`config.mk`:
```
export PLATFORM = sky130hd
export DESIGN_NAME = psu_fault_supervisor
export DESIGN_NICKNAME = d
export VERILOG_FILES = /design/src/psu_pkg.sv /design/src/psu_fault_supervisor.sv /design/src/fault_filter.sv /design/src/soft_start_ramp.sv
export SDC_FILE = /design/constraint.sdc
export NUM_CORES = 1
export LEC_CHECK = 0
export BUFFER_PORTS_ARGS = -buffer_cell sky130_fd_sc_hd__buf_2
export CORE_UTILIZATION = 60
export DETAILED_ROUTE_END_ITERATION = 8
export GPL_ROUTABILITY_DRIVEN = 0
export PLACE_DENSITY = 0.76
export SLEW_MARGIN = 40
export SYNTH_ARGS = -nofsm -noshare
export SYNTH_HDL_FRONTEND = slang
export SYNTH_SLANG_ARGS = --single-unit
```
`constraint.sdc`:
```
create_clock -name sys_clk -period 22.2 [get_ports sys_clk]
set_input_delay 1.11 -clock sys_clk [delete_from_list [all_inputs] [get_ports sys_clk]]
set_output_delay 1.11 -clock sys_clk [all_outputs]
set_load 0.01 [all_outputs]
```
`src/psu_pkg.sv`:
```
package psu_pkg;
  // Core clock rate; every delay below is derived from it.
  localparam int CLK_MHZ = 125;
  // Overvoltage filter window in ns, rounded up to whole cycles.
  localparam int OV_FILT_NS = 16000;
  localparam int OV_FILT_CYC = (OV_FILT_NS * CLK_MHZ + 999) / 1000;
  // Undervoltage filter window in us.
  localparam int UV_FILT_US = 450;
  localparam int UV_FILT_CYC = UV_FILT_US * CLK_MHZ;
  // Auto-restart interval in ms.
  localparam int RESTART_MS = 1000;
  localparam int RESTART_CYC = RESTART_MS * CLK_MHZ * 1000;
  // Output-good to power-enable warning delay in us.
  localparam int OFF_DELAY_US = 2000;
  localparam int OFF_DELAY_CYC = OFF_DELAY_US * CLK_MHZ;
  // Soft-start reference steps.
  localparam logic [6:0] SS_STEPS = 7'h7f;
  // Comparator input indices, matching cmp_in_t bit order.
  localparam int I_PULSE = 0;
  localparam int I_LINE = 1;
  localparam int I_LOAD_OV = 2;
  localparam int I_LOCAL_OV = 3;
  localparam int I_LOCAL_UV = 4;
  localparam int I_AUX_OV = 5;
  localparam int I_AUX_UV = 6;
  localparam int I_AUX_UP = 7;
  localparam int I_IREF_OV = 8;
  localparam int I_EREF_UV = 9;
  localparam int I_GND_POS = 10;
  localparam int I_OC = 11;
  localparam int I_OT = 12;
  localparam int I_PWR_REQ = 13;
  localparam int N_IN = 14;
  // Inputs that use the long (undervoltage-class) filter.
  localparam logic [13:0] LONG_FILT_MASK = 14'h2052;
  // Register byte offsets.
  localparam logic [7:0] REG_CTRL = 8'h00;
  localparam logic [7:0] REG_STATUS = 8'h04;
  localparam logic [7:0] REG_TRIM_UV = 8'h08;
  localparam logic [7:0] REG_TRIM_OV = 8'h0c;
  localparam logic [7:0] REG_TRIM_LOV = 8'h10;
  localparam logic [7:0] REG_TRIM_CLAMP = 8'h14;
  localparam logic [7:0] REG_SS_DIV = 8'h18;
  // Control field positions and reset values.
  localparam int CTRL_AUTO = 0;
  localparam int CTRL_UVB_DIS = 1;
  localparam logic [1:0] CTRL_RST = 2'h0;
  localparam logic [7:0] TRIM_RST = 8'h80;
  localparam logic [15:0] SS_DIV_RST = 16'h03e8;
  // Status field positions.
  localparam int ST_LATCH = 3;
  localparam int ST_HEALTH = 4;
  localparam int ST_LINE = 5;
  localparam int ST_LOADOV = 6;
  localparam int ST_SS = 8;

  // Raw comparator inputs, bit 13 first.
  typedef struct packed {
    logic pwr_req;
    logic ot;
    logic oc;
    logic gnd_pos;
    logic eref_uv;
    logic iref_ov;
    logic aux_up;
    logic aux_uv;
    logic aux_ov;
    logic local_uv;
    logic local_ov;
    logic load_ov;
    logic line_ok;
    logic pulse_good;
  } cmp_in_t;

  // Threshold trims sent to the analog comparators.
  typedef struct packed {
    logic [7:0] uv;
    logic [7:0] ov;
    logic [7:0] load_ov;
    logic [7:0] clamp;
  } trim_t;

  // Supervisor sequencing states.
  typedef enum logic [2:0] {S_OFF, S_RAMP, S_ON, S_WARN, S_LATCHED, S_RESTART} state_t;

  // Address match used by the register decoder for every register.
  function automatic logic reg_hit(input logic [7:0] addr, input logic [7:0] off);
    reg_hit = (addr == off);
  endfunction
endpackage

```
`src/psu_fault_supervisor.sv`:
```
// Contract
// - OR-ing FET drive only while pulse good.
// - Low line, blanking enabled: line bad, output good.
// - Soft-start ramps reference in 127 steps.
// - Auxiliary overvoltage acts as local overvoltage.
// - Auxiliary lockout acts as local undervoltage.
// - Auto-restart retries after undervoltage every second.
// - No auto-restart for any other fault.
// - Reference monitor faults are flagged.
// - Open ground latches off like overvoltage.
// - Reference buffer off until upper lockout level.
// - Supply health needs ground, references, supply window.
// - Load overvoltage drops FET drive, not latched.
// - Local overvoltage counts only after load overvoltage.
// - Overcurrent flag disables the false-undervoltage clamp.
// - Host programs thresholds through trim registers.
// - Undervoltage blanked at power-up and low line.
// - Overcurrent, overtemperature share the overvoltage latch.
// - Fault inputs debounced, 16 us and 450 us.
// - Output good drops, power enable 2 ms later.
`timescale 1ns/100ps
`default_nettype none
module psu_fault_supervisor #(
  parameter int UV_FILT_CYC = psu_pkg::UV_FILT_CYC,
  parameter int RESTART_CYC = psu_pkg::RESTART_CYC,
  parameter int OFF_DELAY_CYC = psu_pkg::OFF_DELAY_CYC
) (
  input wire logic sys_clk,
  input wire logic reset,
  input wire logic [7:0] avs_address,
  input wire logic avs_read,
  input wire logic avs_write,
  input wire logic [31:0] avs_writedata,
  output logic [31:0] avs_readdata,
  output logic avs_waitrequest,
  input wire psu_pkg::cmp_in_t cmp_in,
  output logic orfet_drive_out,
  output logic line_good_out,
  output logic output_good_out,
  output logic power_enable_out,
  output logic ref_buffer_en_out,
  output logic supply_health_ok,
  output logic clamp_enable_out,
  output logic fault_flag_out,
  output logic [6:0] soft_start_ref_out,
  output var psu_pkg::trim_t trim_out
);
  //////////////////////////////////////////////////////////////////////////////
  // Input conditioning.

  // The filters also synchronise, so no logic here reads a raw pin.
  logic [psu_pkg::N_IN-1:0] raw; // Comparator levels as a vector.
  logic [psu_pkg::N_IN-1:0] f; // Synchronised and filtered levels.

  assign raw = cmp_in;

  // Each input gets its own filter; undervoltage-class inputs use the long window.
  for (genvar i = 0; i < psu_pkg::N_IN; i++) begin : g_filt
    fault_filter #(
      .CYC(psu_pkg::LONG_FILT_MASK[i] ? UV_FILT_CYC : psu_pkg::OV_FILT_CYC)
    ) u_filt (
      .sys_clk(sys_clk),
      .reset(reset),
      .raw(raw[i]),
      .clean(f[i])
    );
  end

  //////////////////////////////////////////////////////////////////////////////
  // Register file over Avalon-MM.

  // Software-visible control, trim and divider registers.
  logic [1:0] ctrl_q; // Auto-restart and blanking disable.
  psu_pkg::trim_t trim_q; // Threshold trims.
  logic [15:0] ss_div_q; // Soft-start step divider.
  logic wait_q; // Waitrequest; low for exactly one cycle per access.
  logic [31:0] rdata_q; // Read data, valid while waitrequest is low.
  logic [31:0] rdata_d; // Read mux.
  logic [31:0] status; // Live status word.
  logic acc_go; // Write access completes at this edge.
  logic hit_ctrl;
  logic hit_stat;
  logic hit_uv;
  logic hit_ov;
  logic hit_lov;
  logic hit_clamp;
  logic hit_ss;

  // One match per register; the shared function keeps the decode uniform.
  assign hit_ctrl = psu_pkg::reg_hit(avs_address, psu_pkg::REG_CTRL);
  assign hit_stat = psu_pkg::reg_hit(avs_address, psu_pkg::REG_STATUS);
  assign hit_uv = psu_pkg::reg_hit(avs_address, psu_pkg::REG_TRIM_UV);
  assign hit_ov = psu_pkg::reg_hit(avs_address, psu_pkg::REG_TRIM_OV);
  assign hit_lov = psu_pkg::reg_hit(avs_address, psu_pkg::REG_TRIM_LOV);
  assign hit_clamp = psu_pkg::reg_hit(avs_address, psu_pkg::REG_TRIM_CLAMP);
  assign hit_ss = psu_pkg::reg_hit(avs_address, psu_pkg::REG_SS_DIV);
  assign acc_go = avs_write && !wait_q;

  // Unmapped addresses read zero and ignore writes.
  assign rdata_d = hit_ctrl ? {30'h0, ctrl_q} :
                   hit_stat ? status :
                   hit_uv ? {24'h0, trim_q.uv} :
                   hit_ov ? {24'h0, trim_q.ov} :
                   hit_lov ? {24'h0, trim_q.load_ov} :
                   hit_clamp ? {24'h0, trim_q.clamp} :
                   hit_ss ? {16'h0, ss_div_q} : 32'h0;

  // One wait state: the request is seen, then waitrequest falls for one cycle.
  always_ff @(posedge sys_clk or posedge reset) begin
    if (reset) begin
      wait_q <= 1'b1;
      rdata_q <= 32'h0;
    end else if (wait_q && (avs_read || avs_write)) begin
      wait_q <= 1'b0;
      rdata_q <= rdata_d;
    end else begin
      wait_q <= 1'b1;
    end
  end

  // Writes land at the edge where waitrequest is sampled low.
  always_ff @(posedge sys_clk or posedge reset) begin
    if (reset) begin
      ctrl_q <= psu_pkg::CTRL_RST;
      trim_q <= {4{psu_pkg::TRIM_RST}};
      ss_div_q <= psu_pkg::SS_DIV_RST;
    end else if (acc_go) begin
      if (hit_ctrl) ctrl_q <= avs_writedata[1:0];
      if (hit_uv) trim_q.uv <= avs_writedata[7:0];
      if (hit_ov) trim_q.ov <= avs_writedata[7:0];
      if (hit_lov) trim_q.load_ov <= avs_writedata[7:0];
      if (hit_clamp) trim_q.clamp <= avs_writedata[7:0];
      if (hit_ss) ss_div_q <= avs_writedata[15:0];
    end
  end

  // Bus outputs come straight from their registers.
  assign avs_waitrequest = wait_q;
  assign avs_readdata = rdata_q;
  assign trim_out = trim_q;

  //////////////////////////////////////////////////////////////////////////////
  // Fault classification.

  logic auto_rs; // Auto-restart mode selected.
  logic uvb_dis; // Undervoltage blanking disabled.
  logic load_ov_seen_q; // Load overvoltage has been observed this run.
  logic latch_q; // Shared overvoltage/overcurrent/overtemperature latch.
  logic latch_d;
  logic uv_pend_q; // The current shutdown came from undervoltage.
  logic ov_trip; // Any overvoltage-class event.
  logic latch_trip; // Any event for the shared latch except undervoltage, which latches only outside auto mode.
  logic uv_blank; // Undervoltage protection blanked.
  logic uv_trip; // Unblanked undervoltage event.
  logic req; // Filtered power-on request.
  psu_pkg::state_t state_q;
  psu_pkg::state_t state_d;

  // Control bits and the filtered request, named for readability.
  assign auto_rs = ctrl_q[psu_pkg::CTRL_AUTO];
  assign uvb_dis = ctrl_q[psu_pkg::CTRL_UVB_DIS];
  assign req = f[psu_pkg::I_PWR_REQ];
  // Local overvoltage is only believed once load overvoltage came first.
  assign ov_trip = (f[psu_pkg::I_LOCAL_OV] && load_ov_seen_q)
                || f[psu_pkg::I_AUX_OV]
                || f[psu_pkg::I_GND_POS]
                || f[psu_pkg::I_IREF_OV] || f[psu_pkg::I_EREF_UV];
  assign latch_trip = ov_trip || f[psu_pkg::I_OC] || f[psu_pkg::I_OT];
  // Blanked while ramping, at low line unless disabled, and during overcurrent ride-through.
  assign uv_blank = (state_q == psu_pkg::S_RAMP)
                 || (!f[psu_pkg::I_LINE] && !uvb_dis)
                 || f[psu_pkg::I_OC];
  assign uv_trip = (f[psu_pkg::I_LOCAL_UV] || f[psu_pkg::I_AUX_UV]) && !uv_blank;
  // Set wins over clear; clearing needs the request released.
  assign latch_d = latch_trip || (uv_trip && (state_q == psu_pkg::S_ON) && !auto_rs)
                || (latch_q && req);

  // Fault latch and the run-scoped load overvoltage memory.
  always_ff @(posedge sys_clk or posedge reset) begin
    if (reset) begin
      latch_q <= 1'b0;
      load_ov_seen_q <= 1'b0;
      uv_pend_q <= 1'b0;
    end else begin
      latch_q <= latch_d;
      if (f[psu_pkg::I_LOAD_OV]) load_ov_seen_q <= 1'b1;
      else if (state_q == psu_pkg::S_OFF) load_ov_seen_q <= 1'b0;
      if (uv_trip && (state_q == psu_pkg::S_ON)) uv_pend_q <= 1'b1;
      else if (state_q == psu_pkg::S_OFF) uv_pend_q <= 1'b0;
    end
  end

  //////////////////////////////////////////////////////////////////////////////
  // Sequencer.

  // One timer serves both the warning delay and the restart interval.
  logic [26:0] timer_q; // Cycles spent in a timed state.
  logic off_done; // Warning delay elapsed.
  logic rs_done; // Restart interval elapsed.
  logic ss_done; // Reference at full scale.
  logic health_d; // Supply health combination.

  // The timer is zero on entry, so a count of N ends at N minus one.
  assign off_done = (timer_q == 27'(OFF_DELAY_CYC - 1));
  assign rs_done = (timer_q == 27'(RESTART_CYC - 1));
  // Health needs ground, both references and the supply window together.
  assign health_d = !f[psu_pkg::I_GND_POS] && !f[psu_pkg::I_IREF_OV]
                 && !f[psu_pkg::I_EREF_UV] && f[psu_pkg::I_AUX_UP] && !f[psu_pkg::I_AUX_OV];

  // Next state; restart is only reachable from an undervoltage shutdown.
  always_comb begin
    state_d = state_q;
    case (state_q)
      psu_pkg::S_OFF: begin
        if (req && health_d && !latch_q) state_d = psu_pkg::S_RAMP;
      end
      psu_pkg::S_RAMP: begin
        if (latch_trip || !req) state_d = psu_pkg::S_WARN;
        else if (ss_done) state_d = psu_pkg::S_ON;
      end
      psu_pkg::S_ON: begin
        if (latch_trip || uv_trip || !req) state_d = psu_pkg::S_WARN;
      end
      psu_pkg::S_WARN: begin
        if (off_done) begin
          if (latch_q) state_d = psu_pkg::S_LATCHED;
          else if (uv_pend_q && auto_rs) state_d = psu_pkg::S_RESTART;
          else state_d = psu_pkg::S_OFF;
        end
      end
      psu_pkg::S_LATCHED: begin
        if (!latch_q) state_d = psu_pkg::S_OFF;
      end
      psu_pkg::S_RESTART: begin
        if (latch_q) state_d = psu_pkg::S_LATCHED;
        else if (rs_done) state_d = psu_pkg::S_OFF;
      end
      default: state_d = psu_pkg::S_OFF;
    endcase
  end

  // State register and the shared delay timer, cleared on each transition.
  always_ff @(posedge sys_clk or posedge reset) begin
    if (reset) begin
      state_q <= psu_pkg::S_OFF;
      timer_q <= 27'h0;
    end else begin
      state_q <= state_d;
      timer_q <= (state_d != state_q) ? 27'h0 : timer_q + 27'h1;
    end
  end

  // The reference ramp runs in the ramp and on states and holds at full scale when on.
  soft_start_ramp u_ramp (
    .sys_clk(sys_clk),
    .reset(reset),
    .run((state_q == psu_pkg::S_RAMP) || (state_q == psu_pkg::S_ON)),
    .div(ss_div_q),
    .level(soft_start_ref_out),
    .done(ss_done)
  );

  //////////////////////////////////////////////////////////////////////////////
  // Outputs, all registered.

  // Output flops; each mirrors a decision taken above.
  logic orfet_q;
  logic line_good_q;
  logic out_good_q;
  logic pen_q;
  logic ref_en_q;
  logic health_q;
  logic clamp_q;

  // Output good falls on entering the warning state; enable falls after the delay.
  always_ff @(posedge sys_clk or posedge reset) begin
    if (reset) begin
      orfet_q <= 1'b0;
      line_good_q <= 1'b0;
      out_good_q <= 1'b0;
      pen_q <= 1'b0;
      ref_en_q <= 1'b0;
      health_q <= 1'b0;
      clamp_q <= 1'b0;
    end else begin
      orfet_q <= (state_d == psu_pkg::S_ON) && f[psu_pkg::I_PULSE]
              && !f[psu_pkg::I_LOAD_OV];
      line_good_q <= f[psu_pkg::I_LINE];
      out_good_q <= (state_d == psu_pkg::S_ON);
      pen_q <= (state_d == psu_pkg::S_RAMP) || (state_d == psu_pkg::S_ON)
            || (state_d == psu_pkg::S_WARN);
      ref_en_q <= ref_en_q || f[psu_pkg::I_AUX_UP];
      health_q <= health_d;
      clamp_q <= !f[psu_pkg::I_OC];
    end
  end

  // Every top-level output is a flop, so no pin glitches on a decode.
  assign orfet_drive_out = orfet_q;
  assign line_good_out = line_good_q;
  assign output_good_out = out_good_q;
  assign power_enable_out = pen_q;
  assign ref_buffer_en_out = ref_en_q;
  assign supply_health_ok = health_q;
  assign clamp_enable_out = clamp_q;
  assign fault_flag_out = latch_q;

  // Bit 7 is reserved and reads zero, which puts the ramp code at bits 14 to 8.
  assign status = {17'h0, soft_start_ref_out, 1'b0, load_ov_seen_q, f[psu_pkg::I_LINE],
                   health_q, latch_q, 3'(state_q)};

  //////////////////////////////////////////////////////////////////////////////
  // Checks.

  chk_orfet_pulse: assert property (@(posedge sys_clk) disable iff (reset)
    !f[psu_pkg::I_PULSE] |=> !orfet_q) else $error("FET driven without pulse good");
  // FET removal is checked always; the latch only when nothing else could set it.
  chk_load_ov_drop: assert property (@(posedge sys_clk) disable iff (reset)
    f[psu_pkg::I_LOAD_OV] |=> !orfet_q) else $error("FET driven during load overvoltage");
  chk_load_ov_free: assert property (@(posedge sys_clk) disable iff (reset)
    (f[psu_pkg::I_LOAD_OV] && !latch_trip && !uv_trip && !latch_q) |=> !latch_q)
    else $error("load overvoltage latched");
  chk_low_line: assert property (@(posedge sys_clk) disable iff (reset)
    (!f[psu_pkg::I_LINE] && !uvb_dis && state_q == psu_pkg::S_ON && !latch_trip && req)
    |=> !line_good_q && out_good_q) else $error("low line status wrong");
  chk_aux_ov_latch: assert property (@(posedge sys_clk) disable iff (reset)
    f[psu_pkg::I_AUX_OV] |=> latch_q) else $error("aux overvoltage did not latch");
  chk_gnd_latch: assert property (@(posedge sys_clk) disable iff (reset)
    f[psu_pkg::I_GND_POS] |=> latch_q && !health_q) else $error("open ground not latched");
  chk_restart_cause: assert property (@(posedge sys_clk) disable iff (reset)
    (state_d == psu_pkg::S_RESTART && state_q == psu_pkg::S_WARN) |-> uv_pend_q && auto_rs && !latch_q)
    else $error("restart without undervoltage");
  chk_ref_hold: assert property (@(posedge sys_clk) disable iff (reset)
    (!ref_en_q && !f[psu_pkg::I_AUX_UP]) |=> !ref_en_q) else $error("reference buffer early");
  chk_clamp_oc: assert property (@(posedge sys_clk) disable iff (reset)
    f[psu_pkg::I_OC] |=> !clamp_q) else $error("clamp active in overcurrent");
  chk_good_first: assert property (@(posedge sys_clk) disable iff (reset)
    $fell(pen_q) |-> !out_good_q && !$past(out_good_q)) else $error("enable fell before output good");
  chk_latch_holds: assert property (@(posedge sys_clk) disable iff (reset)
    (latch_q && req) |=> latch_q) else $error("latch cleared while requested");
endmodule
`default_nettype wire

```
`src/fault_filter.sv`:
```
`timescale 1ns/100ps
`default_nettype none
// Two-stage synchroniser followed by a stability filter.
module fault_filter #(
  parameter int CYC = psu_pkg::OV_FILT_CYC
) (
  input wire logic sys_clk,
  input wire logic reset,
  input wire logic raw,
  output logic clean
);
  logic s1_q; // First stage, read only by the second.
  logic s2_q; // Second stage, safe to use.
  logic [26:0] cnt_q; // Cycles the input has differed from the output.
  logic clean_q; // Filtered level.
  localparam logic [26:0] LAST = 27'(CYC - 1);

  // Synchronise the comparator level to the core clock.
  always_ff @(posedge sys_clk or posedge reset) begin
    if (reset) begin
      s1_q <= 1'b0;
      s2_q <= 1'b0;
    end else begin
      s1_q <= raw;
      s2_q <= s1_q;
    end
  end

  // Output follows only after the new level has held for the whole window.
  always_ff @(posedge sys_clk or posedge reset) begin
    if (reset) begin
      cnt_q <= 27'h0;
      clean_q <= 1'b0;
    end else if (s2_q == clean_q) begin
      cnt_q <= 27'h0;
    end else if (cnt_q == LAST) begin
      cnt_q <= 27'h0;
      clean_q <= s2_q;
    end else begin
      cnt_q <= cnt_q + 27'h1;
    end
  end

  assign clean = clean_q;

  chk_filter_window: assert property (@(posedge sys_clk) disable iff (reset)
    $changed(clean_q) |-> ($past(cnt_q) == LAST)) else $error("filter output moved early");
endmodule
`default_nettype wire

```
`src/soft_start_ramp.sv`:
```
`timescale 1ns/100ps
`default_nettype none
// Steps the voltage-loop reference from zero to full scale while run is high.
module soft_start_ramp (
  input wire logic sys_clk,
  input wire logic reset,
  input wire logic run,
  input wire logic [15:0] div,
  output logic [6:0] level,
  output logic done
);
  logic [15:0] pre_q; // Step-rate divider.
  logic [6:0] level_q; // Reference DAC code.
  logic tick; // One-cycle step enable.

  assign tick = run && (pre_q >= div);
  assign level = level_q;
  assign done = (level_q == psu_pkg::SS_STEPS);

  // Divider and step counter; the ramp restarts from zero each time run drops.
  always_ff @(posedge sys_clk or posedge reset) begin
    if (reset) begin
      pre_q <= 16'h0;
      level_q <= 7'h0;
    end else if (!run) begin
      pre_q <= 16'h0;
      level_q <= 7'h0;
    end else if (tick) begin
      pre_q <= 16'h0;
      if (!done) begin
        level_q <= level_q + 7'h1;
      end
    end else begin
      pre_q <= pre_q + 16'h1;
    end
  end

  chk_ramp_step: assert property (@(posedge sys_clk) disable iff (reset)
    (tick && !done) |=> (level_q == $past(level_q) + 7'h1)) else $error("soft-start step missed");
endmodule
`default_nettype wire

```
==> flow_metrics.py, run 1 <==
metrics = {
    "outcome": {
        "run_status": "finished clean",
    },
    "yosys": {
        "netlist_instances": 2585,
        "synth.avg_cell_area_um2": 10.11,
        "synth-edff-count": 0,
        "number_of_flip_flops_and_latches_in_the_synthesized_netlist": 550,
        "ys_warn_count": 0,
        "netlist_area_um2": 26140,
        "synth_flop_cell": "sky130_fd_sc_hd__dfrtp_1",
        "seq_area_frac_synth_pct": 52.71,
        "asyncSetResetFlopFracSynth_pct": 100.0,
        "synthDistinctLibCells": 71,
    },
    "timing": {
        "setup_repair_after_global_routing_missed_its_margin": "no",
        "fin_crit_ns": 2.941,
        "setup_violations": 0,
        "min_setup_slack_post_route_ns": 19.26,
        "fin_skew_ns": 0.01554,
        "max-slew-margin-rel_pct": 42.63,
        "timing.setup.tns_ns": 0,
        "fin_worst_hold_slack_ns": 0.3448,
        "fin_crit_sh_pct": 13.25,
        "worst_slew_pin_slew_ns": 0.8589,
        "timing_max_transition_violations_final": 0,
        "final_hold_viol_count": 0,
        "maxClockFrequency_mhz": 340.0,
    },
    "finish": {
        "antenna-diode-count": 0,
        "syn2layout_area_growth_pct": 11.30,
        "layout-drive-gt1-share_pct": 11.53,
        "fillCellCount": 3256,
        "nets": 2785,
    },
    "drt": {
        "detail_route.first_pass.iterations": 7,
        "detailedRoute.firstIterationViolations": 1418,
        "drc_errors": 0,
        "drt.antenna.violating_nets": 0,
        "dr_total_vias": 18600,
        "post_drt_wl_per_cell_um": 15.57,
        "drt-vias-per-instance": 5.606,
        "detail_route.wirelength_mm": 51.66,
    },
    "critical_path": {
        "timing.critical_path.from": "avs_address[2]",
        "cp_data_required_time_ns": 22.67,
        "setup.reg_to_reg.worst_slack_ns": 19.28,
        "cp_slowest_cell": "sky130_fd_sc_hd__nor2b_1",
        "timing.critical_path.fanout_max": 9,
        "critical_path.cell_chain": "buf_2 > or4_4 > nor2b_1 > nand2_1 > mux2_2",
        "worst-setup-path-type": "in2reg",
        "cp-start-kind": "input pin",
        "rr_endpoint": "u_ramp.level[1]",
        "r2r_startpoint": "state_q[1]",
        "worst_setup_path_end_kind": "flip-flop",
        "worst_ep_arrival_time_ns": 3.41,
        "crit_path_end": "trim_out[13]",
        "reg2regPathDepth": 5,
        "critPathMaxStageDelay_ns": 0.69,
    },
    "power_and_ir_drop": {
        "power_density_nw_per_um2": 70.35,
        "power.static_leakage_nw": 13.13,
        "ir_worst_vdd_mv": 0.05686,
    },
    "clock_tree": {
        "cts_inserted_buffers": 56,
        "cts.sinks": 550,
        "cts-root-buf": "sky130_fd_sc_hd__clkbuf_16",
        "clock_latency_ns": 0.60,
        "worst_setup_hold_path_clk_slew_ns": 0.06,
        "cts_resized": 0,
        "h-tree-depth": 2,
        "cts_tree": "done",
        "buffers_inserted_during_post_cts_setup_optimization": 0,
        "max-clock-path-buffers": 3,
        "cts_hold_buffers": 0,
    },
    "grt": {
        "largest_net_degree_at_the_start_of_global_routing": 136,
        "grt_antenna_before_repair": 0,
        "grt_use_total_pct": 24.04,
        "grt_pass1_wl_mm": 88.42,
        "first_global_vias": 18480,
        "overflow": 0,
    },
    "floorplanning": {
        "floorplan.die_area_um2": 44400,
        "io_pins": 138,
        "core_region_area_um2": 42980,
        "dieHeight_um": 210.7,
        "initial_core_util_pct": 60.81,
        "fp-row-count": 76,
        "floorplan.die.width_um": 210.7,
    },
    "worst_hold_path": {
        "min_path_type": "reg2reg",
        "hold-path-cell-count": 0,
    },
    "placement": {
        "detailed_place_hpwl_mm": 34.64,
        "place_worst_setup_slack_ns": 18.70,
        "place.port_buffers": 105,
    },
    "job": {
        "maxCapViolations": 0,
    },
}
[state kept, by name, indices dropped and copies added (netlist names), 2 cells and up]
register and cells:
g_filt.u_filt.cnt_q 378, trim_out 32, timer_q 27, avs_readdata 16, ss_div_q 16, u_ramp.pre_q 16
g_filt.u_filt.clean 14, g_filt.u_filt.s1_q 14, g_filt.u_filt.s2_q 14, u_ramp.level 7, state_q 3, ctrl_q 2
[how the worst min path moves through the flow]
stage,from,endpoint
after floorplan,g_filt[0].u_filt.s1_q,g_filt[0].u_filt.s2_q
after global placement,g_filt[11].u_filt.s1_q,g_filt[11].u_filt.s2_q
after detailed placement,g_filt[9].u_filt.s1_q,g_filt[9].u_filt.s2_q
after CTS,g_filt[9].u_filt.s1_q,g_filt[9].u_filt.s2_q
after global routing,g_filt[0].u_filt.s1_q,g_filt[0].u_filt.s2_q
final,g_filt[3].u_filt.s1_q,g_filt[3].u_filt.s2_q
[per-layer routing]
metal | track usage, % | part of all wire (%)
met2 | 39.54 | 48
met1 | 33.30 | 46
met3 | 3.821 | 4.3
met4 | 6.597 | 2.2
met5 | 0 | 0
[Yosys cell counts, drive strengths merged, types with 37 or more instances]
cell type | number | share of area, %
nand4 | 102 | 2.4
ha | 37 | 1.8
and4 | 40 | 1.3
dfrtp | 539 | 52
mux2 | 62 | 2.8
nand3 | 143 | 2.7
nand2 | 185 | 2.7
nor4 | 69 | 1.8
xor2 | 243 | 8.1
nor3 | 58 | 1.2
nor2 | 528 | 7.6
buf | 55 | 1.3
xnor2 | 160 | 5.4
and3 | 68 | 1.6
inv | 72 | 1.0
[cell families (layout without fill, tap and decap cells)]
logic type | count (synthesis) | count (layout) | synth area share, %
xor+xnor | 403 | 403 | 13.50
simple gates | 1269 | 1269 | 23.50
other cells | 1 | 16 | 0.01435
compound gates | 102 | 102 | 2.791
flops | 550 | 550 | 52.71
buf+inv | 157 | 290 | 2.748
mux | 66 | 66 | 2.968
fa+ha+maj | 37 | 37 | 1.771
[per-stage QoR]
step	area, µm²	util [%]	power, mW	instances
floorplan	26200	-	1.091	2600
global placement	27090	63.02	1.108	3213
detailed placement	27210	63.31	1.113	3217
CTS	29090	67.68	2.073	3318
global route	29090	67.69	2.122	3318
finish	29090	67.69	2.047	3318
[report_power, final]
part	switching, mW	leakage [nW]	internal (mW)
sequential	0.0104	7.52	1.02
combinational	0.0492	4.70	0.0188
clock	0.383	0.908	0.571
[cell usage in the layout (no fill, tap or decap), drive strengths merged, types with 7 or more instances in the layout]
| cell type | instances |
|---|---|
| o21ai | 20 |
| clkbuf | 82 |
| nor2 | 528 |
| nand3 | 143 |
| xnor2 | 160 |
| nand2b | 11 |
| nand2 | 185 |
| a22oi | 17 |
| inv | 73 |
| nor3 | 58 |
| nor2b | 10 |
| or3 | 7 |
| conb | 16 |
| nor4 | 69 |
| dfstp | 11 |
| a21oi | 19 |
| and2 | 11 |
| clkinv | 8 |
| xor2 | 243 |
| buf | 116 |
| and4 | 40 |
| and3 | 68 |
| mux2 | 62 |
| or2 | 12 |
| dfrtp | 539 |
| nand4 | 102 |
| ha | 37 |
[critical path: cells and delay by family]
kind,cells,cell delay [ns]
buffers and inverters,1,0.13
multiplexers,1,0.40
AND/OR/NAND/NOR,3,1.76
[final cells by class]
class,count,area [µm²],share of cell area (%)
Sequential cell,550,13780,47.36
Timing Repair Buffer,117,685.7,2.357
Multi-Input combinational cell,1893,11740,40.35
Inverter,72,282.8,0.9720
Tap cell,585,732.0,2.516
Clock inverter,20,269.0,0.9247
Clock buffer,81,1607,5.522
Note: power is estimated with default switching activity, not from simulation.
==> inputs of run 2 (changes only) <==
--- a/config.mk
+++ b/config.mk
@@ -6,10 +6,10 @@
 export NUM_CORES = 1
 export LEC_CHECK = 0
 export BUFFER_PORTS_ARGS = -buffer_cell sky130_fd_sc_hd__buf_2
-export CORE_UTILIZATION = 60
+export CORE_UTILIZATION = 56
 export DETAILED_ROUTE_END_ITERATION = 8
 export GPL_ROUTABILITY_DRIVEN = 0
-export PLACE_DENSITY = 0.76
+export PLACE_DENSITY = 0.75
 export SLEW_MARGIN = 40
 export SYNTH_ARGS = -nofsm -noshare
 export SYNTH_HDL_FRONTEND = slang
==> constraint.sdc (replaced) <==
create_clock -name sys_clk -period 2.38 [get_ports sys_clk]
set_input_delay 0.119 -clock sys_clk [delete_from_list [all_inputs] [get_ports sys_clk]]
set_output_delay 0.119 -clock sys_clk [all_outputs]
set_load 0.01 [all_outputs]
==> run 2 against run 1 <==
Utilization is 2.0 points lower. Wire length is 4.3% higher. Critical path depth up 4. Via count rose by 2.2%. Non-clock buffer count is 80 higher. Worst hold slack worse by 0.23 ns. Final area increased by 3.1%.
==> flow_metrics.py, run 2 (synthesis gave the netlist of run 1 again) <==
metrics = {
    "clock_tree": {
        "cts-root-buf": "sky130_fd_sc_hd__clkbuf_16",
        "max-clock-path-buffers": 3,
        "worst_setup_hold_path_clk_slew_ns": 0.07,
        "cts_inserted_buffers": 56,
        "cts.sinks": 550,
        "h-tree-depth": 2,
        "buffers_inserted_during_post_cts_setup_optimization": 0,
        "cts_tree": "done",
        "clock_latency_ns": 0.60,
    },
    "placement": {
        "place_area_um2": 27600,
        "detailed_place_hpwl_mm": 37.00,
        "place.port_buffers": 105,
        "place_worst_setup_slack_ns": 0.08340,
    },
    "drt": {
        "detailedRoute.firstIterationViolations": 1396,
        "detail_route.wirelength_mm": 53.87,
        "detail_route.first_pass.iterations": 8,
        "drt.antenna.violating_nets": 0,
        "dr_total_vias": 19020,
        "drc_errors": 0,
        "post_drt_wl_per_cell_um": 15.76,
        "drt-vias-per-instance": 5.566,
    },
    "timing": {
        "timing_max_transition_violations_final": 0,
        "fin_crit_sh_pct": 95.48,
        "timing.setup.tns_ns": 0,
        "worst_slew_pin_slew_ns": 0.6729,
        "fin_crit_ns": 2.272,
        "final_hold_viol_count": 0,
        "maxClockFrequency_mhz": 440.1,
        "fin_skew_ns": 0.02115,
        "min_setup_slack_post_route_ns": 0.1076,
        "max-slew-margin-rel_pct": 54.43,
        "setup_violations": 0,
    },
    "critical_path": {
        "worst_setup_path_end_kind": "flip-flop",
        "timing.critical_path.fanout_max": 6,
        "worstPathBufferInverterCount": 2,
        "worst-setup-path-type": "reg2reg",
        "critPathMaxStageDelay_ns": 0.54,
        "cp_slowest_cell": "sky130_fd_sc_hd__dfstp_2",
        "worst_ep_arrival_time_ns": 2.76,
        "timing.critical_path.from": "ss_div_q[5]",
        "cp-start-kind": "flip-flop",
        "critical_path.cell_chain": "inv_1 > ha_1 > o21ai_0 > a211oi_1 > o41ai_2 > a21oi_2 > buf_4 > o22ai_1 > a22o_1",
        "cp_data_required_time_ns": 2.87,
        "r2r_startpoint": "ss_div_q[5]",
        "cp_top_family": "compound AO/OA/AOI/OAI gates",
    },
    "finish": {
        "fin_area_um2": 30000,
        "top_register": "g_filt.u_filt.cnt_q",
        "layout-drive-gt1-share_pct": 13.10,
        "largest_reg_flops": 378,
        "most_frequent_cells_in_the_layout": "sky130_fd_sc_hd__dfrtp_1, sky130_fd_sc_hd__nor2_1, sky130_fd_sc_hd__xor2_1",
        "antenna-diode-count": 0,
        "syn2layout_area_growth_pct": 14.77,
        "layout_commonest_cell": "sky130_fd_sc_hd__dfrtp_1",
        "nets": 2865,
    },
    "floorplanning": {
        "dieHeight_um": 218.0,
        "core_region_area_um2": 45670,
        "io_pins": 138,
        "initial_core_util_pct": 57.23,
        "fp-row-count": 78,
        "floorplan.die.width_um": 218.0,
        "floorplan.die_area_um2": 47540,
    },
    "grt": {
        "grt_pass1_wl_mm": 91.96,
        "overflow": 0,
        "grt_use_total_pct": 23.40,
        "grt_antenna_before_repair": 1,
        "largest_net_degree_at_the_start_of_global_routing": 115,
        "first_global_vias": 18920,
    },
    "power_and_ir_drop": {
        "power_mw": 19.82,
        "ir_worst_vdd_mv": 0.5722,
        "seq_power_share_pct": 48.3,
        "power_density_nw_per_um2": 660.6,
        "pwr-share-comb_pct": 3.7,
        "power.internal_mw": 15.54,
        "sw_frac_of_total_pct": 21.57,
        "net-switching-power_mw": 4.274,
        "power.static_leakage_nw": 13.63,
        "pwr-share-clk_pct": 48.0,
    },
    "job": {
        "maxCapViolations": 0,
    },
    "worst_hold_path": {
        "worstHoldStart": "avs_address[2]",
        "min_path_type": "in2reg",
    },
    "outcome": {
        "run_status": "finished clean",
    },
}
## run 2: cell count changes in the layout (fill, tap and decap cells not counted), moves of 5 or more
cell                            change
sky130_fd_sc_hd__clkbuf_1           -9
sky130_fd_sc_hd__buf_4             +42
sky130_fd_sc_hd__buf_12            +10
sky130_fd_sc_hd__clkinv_2           +9
sky130_fd_sc_hd__bufinv_16          +5
sky130_fd_sc_hd__dlygate4sd3_1     +34
## run 2: layout make-up
cell class / instances / area (µm²)
inverters: 72 / 274.0
multi-input cells: 1893 / 11730
repair buffers: 197 / 1439
clock inverters: 33 / 465.4
clock buffers: 72 / 1562
well taps: 600 / 750.7
fillers: 3445 / 15670
flip-flops and latches: 550 / 13780
## run 2: worst min-delay path, cell delays in order
cell                       delay [ns]
sky130_fd_sc_hd__buf_2           0.13
sky130_fd_sc_hd__nor3_1          0.19
sky130_fd_sc_hd__buf_4           0.17
sky130_fd_sc_hd__a221oi_1        0.07
## run 2: worst paths after layout
path                            slack [ns]  cells after the start                         end
worst max register to register        0.11                      9             u_ramp.level[0]
max in group asynchronous             0.73                      6      g_filt[12].u_filt.s1_q
min in group asynchronous             0.60                      4  g_filt[9].u_filt.cnt_q[10]
worst max-delay path                  0.11                      9             u_ramp.level[0]
worst min register to register        0.35                      0       g_filt[2].u_filt.s2_q
worst min-delay path                  0.11                      4             avs_readdata[1]
## run 2: repair_timing
| item | 4_1_cts | 5_1_grt |
|---|---|---|
| endpoints found under the setup margin | 0 | 52 |
| gates resized for setup | 0 | 5 |
| hold endpoints to repair | 351 | 0 |
| hold buffers | 34 | 0 |
## run 2: power groups by stage
stage          Combinational [mW]  Clock (mW)  Sequential, mW
3_3_place_gp                0.672           0            9.73
6_report                    0.733        9.52            9.57
3_5_place_dp                0.697           0            9.74
2_1_floorplan               0.455           0            9.73
4_1_cts                     0.746        9.71            9.57
5_1_grt                     0.838        10.1            9.58
## run 2: per-layer routing
| metal | routed length, µm | GRT usage [%] | vias up |
|---|---|---|---|
| met5 | 0 | 0 | - |
| met4 | 1684 | 7.949 | 0 |
| met3 | 2177 | 3.598 | 115 |
| met2 | 25260 | 37.53 | 367 |
| met1 | 24750 | 32.51 | 9405 |
| li1 | - | - | 9132 |
## run 2: through the flow
stage / utilization (%) / hold slack, ns / cells
final: 65.68 / 0.1134 / 3417
after global routing: 65.68 / 0.1396 / 3417
after CTS: 65.62 / 0.07143 / 3417
after detailed placement: 60.44 / 0.08450 / 3278
after global placement: 60.44 / 0.08142 / 3278
after floorplan: - / 0.1504 / 2600
